### src/verilog/bst_pkg.sv
// constants and carrier types for the boundary-scan test access block
// assumes a 10 MHz system clock that oversamples the test clock pin
package bst_pkg;

   // instruction codes, three bits wide
   localparam logic [2:0] INS_EXTEST = 3'h0;
   localparam logic [2:0] INS_SAMPLE = 3'h1;
   localparam logic [2:0] INS_CUSTOM_A = 3'h2;
   localparam logic [2:0] INS_CUSTOM_B = 3'h3;
   localparam logic [2:0] INS_READOUT = 3'h4;
   localparam logic [2:0] INS_CONFIGURE = 3'h5;
   localparam logic [2:0] INS_RESERVED = 3'h6;
   localparam logic [2:0] INS_BYPASS = 3'h7;
   localparam int IR_W = 3;
   // value loaded into the instruction shifter in capture-ir
   localparam logic [2:0] IR_CAPTURE_VAL = 3'h1;

   // register map on the apb bus (byte addresses)
   localparam logic [11:0] ADDR_CTRL = 12'h000;
   localparam logic [11:0] ADDR_STATUS = 12'h004;
   // control fields
   localparam int CTRL_KEEP_BIT = 0;
   localparam int CTRL_USER_BIT = 1;
   localparam logic [1:0] CTRL_RESET = 2'h0;
   // status fields
   localparam int STAT_STATE_LSB = 0;
   localparam int STAT_IR_LSB = 16;
   localparam int STAT_DONE_BIT = 19;
   localparam int STAT_KEEP_BIT = 20;
   localparam int STAT_SPECIAL_BIT = 21;

   // tap controller states, one-hot
   typedef enum logic [15:0] {
      TAP_RESET = 16'h0001,
      TAP_IDLE = 16'h0002,
      TAP_SEL_DR = 16'h0004,
      TAP_CAP_DR = 16'h0008,
      TAP_SH_DR = 16'h0010,
      TAP_EX1_DR = 16'h0020,
      TAP_PAU_DR = 16'h0040,
      TAP_EX2_DR = 16'h0080,
      TAP_UPD_DR = 16'h0100,
      TAP_SEL_IR = 16'h0200,
      TAP_CAP_IR = 16'h0400,
      TAP_SH_IR = 16'h0800,
      TAP_EX1_IR = 16'h1000,
      TAP_PAU_IR = 16'h2000,
      TAP_EX2_IR = 16'h4000,
      TAP_UPD_IR = 16'h8000
   } bst_tap_t;

   // hooks handed to custom test registers in user logic
   typedef struct packed {
      logic customInstrASelect;
      logic customInstrBSelect;
      logic dataRegClockExport;
      logic idleNandOutput;
      logic tapResetDecode;
      logic tapUpdateDecode;
      logic tapShiftDecode;
      logic scanIn;
   } bst_hooks_t;

endpackage : bst_pkg

### src/verilog/bst_tap_logic.sv
// boundary-scan test access port, instruction decode, boundary and
// bypass registers, user hooks and an apb control/status slave.
// assumes tck, tms, tdi and the done pin are asynchronous pins that the
// 10 MHz clk oversamples; the test clock must be much slower than clk.
//
// The implementer's own choices: the APB slave port and the register addresses.
`timescale 1ns/1ps
`default_nettype none

////////////////////////////////////////////////////////////////////////
// Summary of operation
// - three-bit instruction register with fixed decode
// - extest, sample, bypass plus two custom instructions
// - readout to tdo; configure disables pin drive
// - separate select output per custom instruction
// - custom instruction takes tdo from its scan-out
// - export data register clock to user logic
// - idle output is nand of tck, idle state
// - reset, update, shift state decodes exported
// - three cells per io block, bonded or not
// - cell order enable, output, input
// - tdo enable bit0, tdo out bit1, update last
// - configuration pins have no boundary cells
// - extest capture-dr captures every cell
// - bypass is one flop from tdi to tdo
// - sixteen-state controller, instruction and data registers
// - no test reset pin; tms resets controller
// - tap pin cells force outputs off while scan is active
// - global clock inputs come straight from pins
// - after configuration custom instructions need design enable
// - cells chained from upper-right corner around edges
// - kept scan dedicates tap pins and tdo
module bst_tap_logic import bst_pkg::*; #(
   parameter int NUM_IOB = 8,
   parameter logic [NUM_IOB-1:0] TAP_IOB_MASK = '0,
   parameter logic [NUM_IOB-1:0] CLK_IOB_MASK = '0
) (
   input wire logic clk,
   input wire logic rst_n,
   // apb slave
   input wire logic psel,
   input wire logic penable,
   input wire logic pwrite,
   input wire logic [11:0] paddr,
   input wire logic [31:0] pwdata,
   output logic [31:0] prdata,
   output logic pready,
   output logic pslverr,
   // test access pins
   input wire logic tckPin,
   input wire logic tmsPin,
   input wire logic tdiPin,
   output logic tdoPin,
   output logic tdoPinOe,
   output logic tapPinsDedicated,
   // configuration side
   input wire logic configDonePin,
   input wire logic readbackData,
   input wire logic configDout,
   output logic configLoadEnable,
   // io block pins and core side
   input wire logic [NUM_IOB-1:0] iobPinIn,
   output logic [NUM_IOB-1:0] iobPinOut,
   output logic [NUM_IOB-1:0] iobPinOe,
   input wire logic [NUM_IOB-1:0] coreOut,
   input wire logic [NUM_IOB-1:0] coreOe,
   output logic [NUM_IOB-1:0] coreIn,
   // custom test register hooks
   input wire logic customScanOutA,
   input wire logic customScanOutB,
   output bst_hooks_t userHooks
);

   // boundary length: two tdo bits, three per io block, update cell
   localparam int BLEN = 3 * NUM_IOB + 3;
   localparam int UPD_POS = BLEN - 1;

   ////////////////////////////////////////////////////////////////////
   // pin synchronisers
   logic [3:0] syncA; // first stage, read only by syncB
   logic [3:0] syncB; // second stage
   logic tckPrev; // last sampled test clock level
   logic [2:0] syncPrimed; // fills with ones once both stages and tckPrev hold pins
   logic tckS, tmsS, tdiS, doneS;
   logic tckRise, tckFall;

   // two flops on each asynchronous pin before any logic sees it
   always_ff @(posedge clk or negedge rst_n) begin
      if (!rst_n) begin
         syncA <= 4'h0;
         syncB <= 4'h0;
         tckPrev <= 1'b0;
         syncPrimed <= 3'h0;
      end else begin
         syncPrimed <= {syncPrimed[1:0], 1'b1};
         syncA <= {configDonePin, tdiPin, tmsPin, tckPin};
         syncB <= syncA;
         tckPrev <= syncB[0];
      end
   end
   assign tckS = syncB[0];
   assign tmsS = syncB[1];
   assign tdiS = syncB[2];
   assign doneS = syncB[3];
   // tck may rest at either level but the detector resets low, so edges
   // wait until syncB and tckPrev both hold real pin samples
   assign tckRise = tckS & ~tckPrev & syncPrimed[2];
   assign tckFall = ~tckS & tckPrev & syncPrimed[2];

   ////////////////////////////////////////////////////////////////////
   // control register and availability
   logic [1:0] ctrl; // keep-scan and custom-enable bits
   logic scanActive; // tap usable at all
   assign scanActive = ~doneS | ctrl[CTRL_KEEP_BIT];
   // kept scan turns three user pins into tap inputs and one into tdo
   assign tapPinsDedicated = ctrl[CTRL_KEEP_BIT];

   ////////////////////////////////////////////////////////////////////
   // tap controller
   bst_tap_t tapState;
   bst_tap_t next_tapState;

   function automatic bst_tap_t tapStep(bst_tap_t s, logic m);
      bst_tap_t n;
      n = TAP_RESET;
      unique case (s)
         TAP_RESET: n = m ? TAP_RESET : TAP_IDLE;
         TAP_IDLE: n = m ? TAP_SEL_DR : TAP_IDLE;
         TAP_SEL_DR: n = m ? TAP_SEL_IR : TAP_CAP_DR;
         TAP_CAP_DR: n = m ? TAP_EX1_DR : TAP_SH_DR;
         TAP_SH_DR: n = m ? TAP_EX1_DR : TAP_SH_DR;
         TAP_EX1_DR: n = m ? TAP_UPD_DR : TAP_PAU_DR;
         TAP_PAU_DR: n = m ? TAP_EX2_DR : TAP_PAU_DR;
         TAP_EX2_DR: n = m ? TAP_UPD_DR : TAP_SH_DR;
         TAP_UPD_DR: n = m ? TAP_SEL_DR : TAP_IDLE;
         TAP_SEL_IR: n = m ? TAP_RESET : TAP_CAP_IR;
         TAP_CAP_IR: n = m ? TAP_EX1_IR : TAP_SH_IR;
         TAP_SH_IR: n = m ? TAP_EX1_IR : TAP_SH_IR;
         TAP_EX1_IR: n = m ? TAP_UPD_IR : TAP_PAU_IR;
         TAP_PAU_IR: n = m ? TAP_EX2_IR : TAP_PAU_IR;
         TAP_EX2_IR: n = m ? TAP_UPD_IR : TAP_SH_IR;
         TAP_UPD_IR: n = m ? TAP_SEL_IR : TAP_IDLE;
         default: n = TAP_RESET;
      endcase
      return n;
   endfunction : tapStep

   assign next_tapState = tapStep(tapState, tmsS);
   // no reset pin: only tms walks it home, or loss of availability
   always_ff @(posedge clk or negedge rst_n) begin
      if (!rst_n) begin
         tapState <= TAP_RESET;
      end else if (!scanActive) begin
         tapState <= TAP_RESET;
      end else if (tckRise) begin
         tapState <= next_tapState;
      end
   end

   ////////////////////////////////////////////////////////////////////
   // instruction register
   logic [IR_W-1:0] irShift; // shift stage
   logic [IR_W-1:0] irReg; // latched instruction
   logic [IR_W-1:0] activeInstr; // instruction after availability
   logic userEn;

   // shift on rising test clock, latch on falling in update-ir
   always_ff @(posedge clk or negedge rst_n) begin
      if (!rst_n) begin
         irShift <= INS_BYPASS;
         irReg <= INS_BYPASS;
      end else if (tapState == TAP_RESET) begin
         irReg <= INS_BYPASS;
      end else if (tckRise && tapState == TAP_CAP_IR) begin
         irShift <= IR_CAPTURE_VAL;
      end else if (tckRise && tapState == TAP_SH_IR) begin
         irShift <= {tdiS, irShift[IR_W-1:1]};
      end else if (tckFall && tapState == TAP_UPD_IR) begin
         irReg <= irShift;
      end
   end

   // custom codes need the design's enable once configured
   assign userEn = ~doneS | ctrl[CTRL_USER_BIT];
   always_comb begin
      activeInstr = irReg;
      if (irReg == INS_RESERVED) begin
         activeInstr = INS_BYPASS;
      end else if (!userEn &&
                   (irReg == INS_CUSTOM_A || irReg == INS_CUSTOM_B)) begin
         activeInstr = INS_BYPASS;
      end
   end

   ////////////////////////////////////////////////////////////////////
   // boundary register: io block k at 2+3k enable, 3+3k out, 4+3k in;
   // block 0 is the upper-right corner, then top edge right to left,
   // left edge down, bottom edge left to right, right edge up.
   // configuration clear, clock and done pins carry no cells.
   logic [BLEN-1:0] bsr; // shift/capture stage
   logic [BLEN-1:0] bsu; // update stage
   logic [BLEN-1:0] capVec; // values seen at capture
   logic bsrSel;
   logic extestOn;

   assign bsrSel = activeInstr == INS_EXTEST || activeInstr == INS_SAMPLE;
   assign extestOn = activeInstr == INS_EXTEST;
   assign capVec[0] = tdoPinOe;
   assign capVec[1] = tdoPin;
   assign capVec[UPD_POS] = bsu[UPD_POS];

   genvar k;
   generate
      for (k = 0; k < NUM_IOB; k++) begin : g_iob
         logic oeNow, outNow;
         // drive source: update cells under extest, else core logic
         always_comb begin
            oeNow = extestOn ? bsu[2 + 3 * k] : coreOe[k];
            outNow = extestOn ? bsu[3 + 3 * k] : coreOut[k];
            if (activeInstr == INS_CONFIGURE) begin
               oeNow = 1'b0;
            end
            // tap input pads never drive while scan is selected
            if (TAP_IOB_MASK[k] && scanActive) begin
               oeNow = 1'b0;
            end
         end
         assign iobPinOe[k] = oeNow;
         assign iobPinOut[k] = outNow;
         // capture what goes to the pad and what comes back
         assign capVec[2 + 3 * k] = oeNow;
         assign capVec[3 + 3 * k] = outNow;
         assign capVec[4 + 3 * k] = iobPinIn[k];
      end
   endgenerate

   // pad inputs reach the core untouched; clock pads in CLK_IOB_MASK
   // are only scan-driven through their own output driver
   assign coreIn = iobPinIn;

   // capture and shift on rising test clock, update on falling
   always_ff @(posedge clk or negedge rst_n) begin
      if (!rst_n) begin
         bsr <= '0;
         bsu <= '0;
      end else if (bsrSel && tckRise && tapState == TAP_CAP_DR) begin
         bsr <= capVec;
      end else if (bsrSel && tckRise && tapState == TAP_SH_DR) begin
         bsr <= {tdiS, bsr[BLEN-1:1]};
      end else if (bsrSel && tckFall && tapState == TAP_UPD_DR) begin
         bsu <= bsr;
      end
   end

   ////////////////////////////////////////////////////////////////////
   // bypass register
   logic bypassBit;
   always_ff @(posedge clk or negedge rst_n) begin
      if (!rst_n) begin
         bypassBit <= 1'b0;
      end else if (activeInstr == INS_BYPASS && tckRise) begin
         if (tapState == TAP_CAP_DR) begin
            bypassBit <= 1'b0;
         end else if (tapState == TAP_SH_DR) begin
            bypassBit <= tdiS;
         end
      end
   end

   ////////////////////////////////////////////////////////////////////
   // test data out, changed on the falling test clock
   logic drBit;
   always_comb begin
      unique case (activeInstr)
         INS_EXTEST, INS_SAMPLE: drBit = bsr[0];
         INS_CUSTOM_A: drBit = customScanOutA;
         INS_CUSTOM_B: drBit = customScanOutB;
         INS_READOUT: drBit = readbackData;
         INS_CONFIGURE: drBit = configDout;
         default: drBit = bypassBit;
      endcase
   end

   // the enable is only high while a shift state owns the line
   always_ff @(posedge clk or negedge rst_n) begin
      if (!rst_n) begin
         tdoPin <= 1'b0;
         tdoPinOe <= 1'b0;
      end else if (tckFall) begin
         tdoPinOe <= scanActive &&
                     (tapState == TAP_SH_DR || tapState == TAP_SH_IR);
         if (tapState == TAP_SH_IR) begin
            tdoPin <= irShift[0];
         end else if (tapState == TAP_SH_DR) begin
            tdoPin <= drBit;
         end
      end
   end

   // configuration loader takes scan-in while configure shifts
   always_ff @(posedge clk or negedge rst_n) begin
      if (!rst_n) begin
         configLoadEnable <= 1'b0;
      end else begin
         configLoadEnable <= activeInstr == INS_CONFIGURE &&
                             tapState == TAP_SH_DR;
      end
   end

   ////////////////////////////////////////////////////////////////////
   // user hooks, registered so they come from flops; this costs one
   // clk of lag behind the sampled tck, negligible at slow test rates
   bst_hooks_t next_userHooks;
   always_comb begin
      next_userHooks.customInstrASelect = activeInstr == INS_CUSTOM_A;
      next_userHooks.customInstrBSelect = activeInstr == INS_CUSTOM_B;
      // clock runs only in capture/shift of a custom register
      next_userHooks.dataRegClockExport =
         (next_userHooks.customInstrASelect |
          next_userHooks.customInstrBSelect) &&
         (tapState == TAP_CAP_DR || tapState == TAP_SH_DR) ? tckS : 1'b1;
      next_userHooks.idleNandOutput = ~(tckS & (tapState == TAP_IDLE));
      next_userHooks.tapResetDecode = tapState == TAP_RESET;
      next_userHooks.tapUpdateDecode = tapState == TAP_UPD_DR;
      next_userHooks.tapShiftDecode = tapState == TAP_SH_DR;
      next_userHooks.scanIn = tdiS;
   end

   always_ff @(posedge clk or negedge rst_n) begin
      if (!rst_n) begin
         userHooks <= '{1'b0, 1'b0, 1'b1, 1'b1, 1'b1, 1'b0, 1'b0, 1'b0};
      end else begin
         userHooks <= next_userHooks;
      end
   end

   ////////////////////////////////////////////////////////////////////
   // apb slave: one wait state so read data comes from a flop
   logic ack; // high in the access cycle that completes
   logic hitCtrl, hitStat, hitAny;
   assign hitCtrl = paddr == ADDR_CTRL;
   assign hitStat = paddr == ADDR_STATUS;
   assign hitAny = hitCtrl | hitStat;
   assign pready = psel & penable & ack;
   assign pslverr = pready & ~hitAny;

   always_ff @(posedge clk or negedge rst_n) begin
      if (!rst_n) begin
         ack <= 1'b0;
      end else begin
         ack <= psel & penable & ~ack;
      end
   end

   // read data is loaded in the first access cycle
   always_ff @(posedge clk or negedge rst_n) begin
      if (!rst_n) begin
         prdata <= 32'h0;
      end else if (psel && penable && !ack) begin
         prdata <= 32'h0;
         if (hitCtrl) begin
            prdata[1:0] <= ctrl;
         end else if (hitStat) begin
            prdata[STAT_STATE_LSB +: 16] <= tapState;
            prdata[STAT_IR_LSB +: IR_W] <= irReg;
            prdata[STAT_DONE_BIT] <= doneS;
            prdata[STAT_KEEP_BIT] <= scanActive;
            prdata[STAT_SPECIAL_BIT] <= bsu[UPD_POS];
         end
      end
   end

   // writes land on the completing edge only
   always_ff @(posedge clk or negedge rst_n) begin
      if (!rst_n) begin
         ctrl <= CTRL_RESET;
      end else if (pready && pwrite && hitCtrl) begin
         ctrl <= pwdata[1:0];
      end
   end
endmodule : bst_tap_logic

`default_nettype wire

### config.mk
export PLATFORM = sky130hd
export DESIGN_NAME = bst_tap_logic
export DESIGN_NICKNAME = d
export VERILOG_FILES = /design/src/verilog/bst_pkg.sv /design/src/verilog/bst_tap_logic.sv
export SDC_FILE = /design/constraint.sdc
export NUM_CORES = 1
export LEC_CHECK = 0
export BUFFER_PORTS_ARGS = -buffer_cell sky130_fd_sc_hd__buf_2
export CORE_MARGIN = 4
export CORE_UTILIZATION = 40
export DETAILED_ROUTE_END_ITERATION = 8
export RECOVER_POWER = 100
export SLEW_MARGIN = 10
export SYNTH_ARGS = -nofsm -noshare
export SYNTH_HDL_FRONTEND = slang
export SYNTH_SLANG_ARGS = --single-unit
### constraint.sdc
create_clock -name clk -period 2.9 [get_ports clk]
set_clock_uncertainty 0.15 [all_clocks]
set_input_delay 0.29 -clock clk [delete_from_list [all_inputs] [get_ports clk]]
set_output_delay 0.29 -clock clk [all_outputs]
set_load 0.01 [all_outputs]
### Word level (Yosys, flattened, before mapping)

Index checks and enable logic that the tools add are counted.

* register bits after elaboration: 125
* bits in read-only memories: 0
* memories: 0
* bits in writable memories: 0
* latch bits: 0
* word-level logic and storage cells: 173

* shift-type cells: 0
* reductions and logical operators: 39
* $mul: 0
* eq/ne operators: 29
* $add $sub $neg: 0
* muxes and demuxes: 59
* bitwise logic cells: 22
* div/mod/pow operators: 0
* order comparisons: 0

Operators with widths (count)
* 16-bit case mux with 13 select lines: 1
* 16-bit two-way mux: 4
* 27-bit two-way mux: 2
* 1-bit two-way mux: 29
* 3-bit two-way mux: 9
* 22-bit two-way mux: 1
* 10-bit two-way mux: 2
* 20-bit two-way mux: 1
* 9-bit two-way mux: 2
* 1-bit logical AND: 17
* 16-bit by 1-bit == test with 1-bit output (second input constant): 1
* 16-bit by 10-bit == test with 1-bit output (second input constant): 1
* 16-bit by 11-bit == test with 1-bit output (second input constant): 1
* 16-bit by 12-bit == test with 1-bit output (second input constant): 1
* 16-bit by 13-bit == test with 1-bit output (second input constant): 1
* 16-bit by 14-bit == test with 1-bit output (second input constant): 1
* 16-bit by 15-bit == test with 1-bit output (second input constant): 1
* 16-bit == test (second input constant): 1
* 16-bit by 2-bit == test with 1-bit output (second input constant): 1
* 16-bit by 3-bit == test with 1-bit output (second input constant): 1
* 16-bit by 4-bit == test with 1-bit output (second input constant): 1
* 16-bit by 5-bit == test with 1-bit output (second input constant): 1
* 16-bit by 6-bit == test with 1-bit output (second input constant): 1
* 16-bit by 7-bit == test with 1-bit output (second input constant): 1
* 25 further kinds: 67

### Depth between registers and ports, before layout

* word-level depth: 12
* depth in mapped cells: 9
* gate-level depth less buffers: 7

### Worst setup path after synthesis

OpenSTA, ideal clock, no wires.

* kind: register to register
* start point: reg tapState[5]
* end point: reg bsu[11]
* slack: 0.352 ns
* clock period less this slack: 2.548 ns
* library setup time: 0.125 ns
* cell stages (with the launch flop): 9
* arrival: 2.273 ns
* buffers on the path: 3
* path through: dfrtp_1 buf_4 or4_1 buf_2 nor3_2 nand4b_1 nor4_4 buf_6 mux2_4

* longest elaborated chain between the ends: 4
* elaborated cells between the ends (all ways): 9

RTL lines
* start, declared: line bst_tap_logic.sv:120 `bst_tap_t tapState;`
* start signal, assigned: line bst_tap_logic.sv:156 `tapState <= next_tapState;`
* 16-bit by 5-bit == test with 1-bit output or 16-bit by 4-bit == test with 1-bit output (tied branches): line bst_tap_logic.sv:248, bst_tap_logic.sv:246
* 1-bit logical AND, on equally long branches: line bst_tap_logic.sv:248, bst_tap_logic.sv:246
* 1-bit NOT (no source line)
* 3-bit AND reduction (no source line) *
* end signal, assigned: line bst_tap_logic.sv:251 `bsu <= bsr;`
* end, declared: line bst_tap_logic.sv:201 `logic [BLEN-1:0] bsu;`

Mark *: on every way between the ends. The rest lies on a longest branch, timed or not.
A chain may end at the register's enable or synchronous reset.

### Worst setup path in the final report

* start point: reg irReg[2]
* end point: out iobPinOut[0]

* longest elaborated chain between the ends: 7
* elaborated cells between the ends (all ways): 9

RTL lines
* start, declared: line bst_tap_logic.sv:163 `logic [IR_W-1:0] irReg;`
* start signal, assigned: line bst_tap_logic.sv:179 `irReg <= irShift;`
* 3-bit by 2-bit == test with 1-bit output: line bst_tap_logic.sv:190 `(irReg == INS_CUSTOM_A || irReg == INS_CUSTOM_B)) begin`
* 1-bit logical OR: line bst_tap_logic.sv:190
* 1-bit logical AND: line bst_tap_logic.sv:189 `end else if (!userEn &&`
* 3-bit two-way mux: line bst_tap_logic.sv:189
* 3-bit two-way mux *: line bst_tap_logic.sv:187 `if (irReg == INS_RESERVED) begin`
* 3-bit zero test *: line bst_tap_logic.sv:207 `assign extestOn = activeInstr == INS_EXTEST;`
* 1-bit two-way mux *: line bst_tap_logic.sv:219 `outNow = extestOn ? bsu[3 + 3 * k] : coreOut[k];`
* end, declared: line bst_tap_logic.sv:63 `output logic [NUM_IOB-1:0] iobPinOut,`

Marks and branches as above.

==> flow_summary.yaml <==
timing:
  worst_slew_pin_slew_ns: 1.20
  slew_headroom: 0.198
  final-max-slew-violation-count: 0
  timing.setup.tns_ns: 0
  setup_viol: 0
  fmaxAchievable_mhz: 383
  hold_viol_final: 0
  grt_setup_unrepaired: "false"
  post-route-min-period_ns: 2.61
  whs_ns: 0.0489
  fin_crit_sh: 0.901
grt:
  grtUsageTotal: 0.181
  grt_pass1_wl_mm: 23.0
  grt_max_degree: 73
  overflow: 0
  antenna_found_initial: 0
  grt_pass1_vias: 4370
die:
  die-area_sq_um: 16100
  coreArea_sq_um: 13800
  die_w_um: 127
  ios: 151
  rows: 43
  initial_core_util: 0.408
  die_y_um: 127
clocking:
  cts_max_level: 4
  cts_buffers: 17
  insertion_delay_ns: 0.41
  clockBufferDepth: 2
  root_buffer: "clkbuf_16"
  cts_tree: "built"
  clk_pin_slew_worst_paths_ns: 0.05
  post_cts_resized: 0
  cts.sinks: 115
critical_path:
  ff2ff_setup_slack_ns: 0.33
  startpoint: "irReg[2]"
  path_cells: "nor3_1, clkbuf_2, mux2_1, buf_2"
  cp_data_required_time_ns: 2.46
  crit_slowest_cell: "dfstp_2"
  cp_max_fo: 20
  critical_path_class: "reg -> out"
  start_kind: "flop"
  worstSetupEndpointType: "output port"
  r2r-start: "tapState[5]"
  rr_worst_depth: 7
  rr_endpoint: "bsr[19]"
  arrival_ns: 2.17
  slowest_delay_ns: 0.81
outcome:
  status: "complete, no violations"
pwr:
  p_leak_nw: 3.01
  powerDensity_nw_per_um2: 533
  ir_worst_vdd_mv: 0.364
synth:
  syn_inst: 523
  yosysWarnings: 0
  synthFlopType: "dfrtp_1"
  synth_edf_count: 0
  syn_area_per_cell_sq_um: 10.8
  async_flop_share: 1.00
  synth_top_area_share: 0.466
  ys_ff_latch: 115
  synthesis.area_sq_um: 5640
  yosysTopAreaCell: "dfrtp_1"
  synth.distinct_cells: 57
  synth_area_leaders: "dfrtp_1 47%, mux2i_1 5.7%, buf_4 5.1%"
  synth.yosys.seq_area_share: 0.512
finish:
  layout.cells.most_common_list: "105 x dfrtp_1, 70 x clkbuf_1, 57 x nand2_1"
  register_area_sq_um: 2890
  area_growth_pct: 19.1
  final_layout_size_suffix_gt1_frac: 0.214
  n_antenna_cell: 0
  layout_commonest_cell: "dfrtp_1"
  layout.nets: 707
  nFillCells: 1279
  multiInputGateArea_sq_um: 2300
placement:
  io_buffers: 110
  routabilityCongestion: 0.868
  dp_hpwl_mm: 9.89
routing:
  post-route-drc-count: 0
  vias: 4256
  wire_per_inst_um: 17.1
  wirelength_mm: 14.0
  drtIter0Drc: 338
  avgViaCountPerCell: 5.20
  drtAntennaViolNets: 0
  dr.pass1.iters: 5
job:
  cap_viol_max_count: 0
min_path:
  hold_depth: 3
  holdPathEnd: "bsr[22]"
  hold_path_class: "in -> reg"
  worstHoldStart: "iobPinIn[6]"
==> state kept, by name (all words and copies together) (netlist names) <==
signal            count
tckPrev               1
userHooks             8
tdoPinOe              1
tapState             16
irReg                 3
configLoadEnable      1
bsr                  27
tdoPin                1
syncB                 4
prdata               22
ctrl                  2
syncPrimed            3
ack                   1
bsu                  17
bypassBit             1
irShift               3
syncA                 4
==> report_power, final <==
part           total [mW]  switching, mW  internal (mW)
Clock                1.77          0.667           1.10
Sequential           1.63         0.0104           1.62
Combinational       0.179          0.111         0.0683
Total                3.58          0.788           2.79
==> cell usage after synthesis (all sizes together) (4+ instances only) <==
cell type	number
nand4	5
nor2b	5
nand2	57
nor4	12
or3	5
dfstp	10
inv	9
or4b	5
clkbuf	24
a31oi	4
nor4b	4
a21oi	5
o21ai	44
o31ai	5
nand3	9
or4	5
dfrtp	105
a22o	21
nor2	19
buf	46
o2bb2ai	9
mux2	28
mux2i	32
nor3	10
a22oi	10
==> worst max-delay path, delay by kind of cell (launching register included) <==
kind                   cells  cell delay, ns
buffers and inverters      2            0.42
flip-flops                 1            0.81
multiplexers               1            0.41
AND/OR/NAND/NOR            1            0.11
==> timing repair <==
action                                 in CTS  in global routing
endpoints found under the hold margin      39                  0
hold buffers                                7                  0
setup buffers                               0                  0
==> cell type report <==
cell class                      count  share of cell area
Clock buffer                       26              0.0698
Multi-Input combinational cell    338               0.342
Timing Repair Buffer              145               0.115
Clock inverter                      6             0.00521
Inverter                            9             0.00503
Tap cell                          180              0.0335
Sequential cell                   115               0.430
==> worst max-delay path by stage <==
| stage | to | slack, ns | cells past startpoint |
|---|---|---|---|
| final | iobPinOut[0] | 0.29 | 4 |
| after global routing | bsu[9] | 0.15 | 6 |
| after CTS | irReg[2] | 0.37 | 5 |
| after detailed placement | irReg[2] | 0.40 | 5 |
| after global placement | irReg[1] | 0.41 | 5 |
| after floorplan | bsu[11] | 0.35 | 8 |
==> stage by stage <==
step	cells	instance area, sq um	setup WS [ns]	util	power [mW]
2_1_floorplan	532	5680	0.352	-	1.76
3_3_place_gp	780	6280	0.405	0.454	1.84
3_5_place_dp	780	6280	0.403	0.454	1.84
4_1_cts	819	6860	0.375	0.496	3.64
5_1_grt	819	6720	0.146	0.486	3.75
6_report	819	6720	0.288	0.486	3.58
==> metal layers <==
metal  share of wire  wire length [um]  global-route usage
met1            0.44              6210               0.242
met5               0                 0                   0
met2            0.50              7020               0.284
met4          0.0043                60              0.0574
met3           0.051               718              0.0556
==> logic make-up (layout without fill, tap and decap cells) <==
kind of cell,after synthesis,in the layout,synth area share
XOR/XNOR,4,4,0.00621
AO/OA/AOI/OAI,113,113,0.135
buffers and inverters,79,186,0.0827
AND/OR/NAND/NOR,150,150,0.143
multiplexers,60,60,0.119
flip-flops,115,115,0.512
other,2,11,0.00133
(Power assumes the default switching activity.)
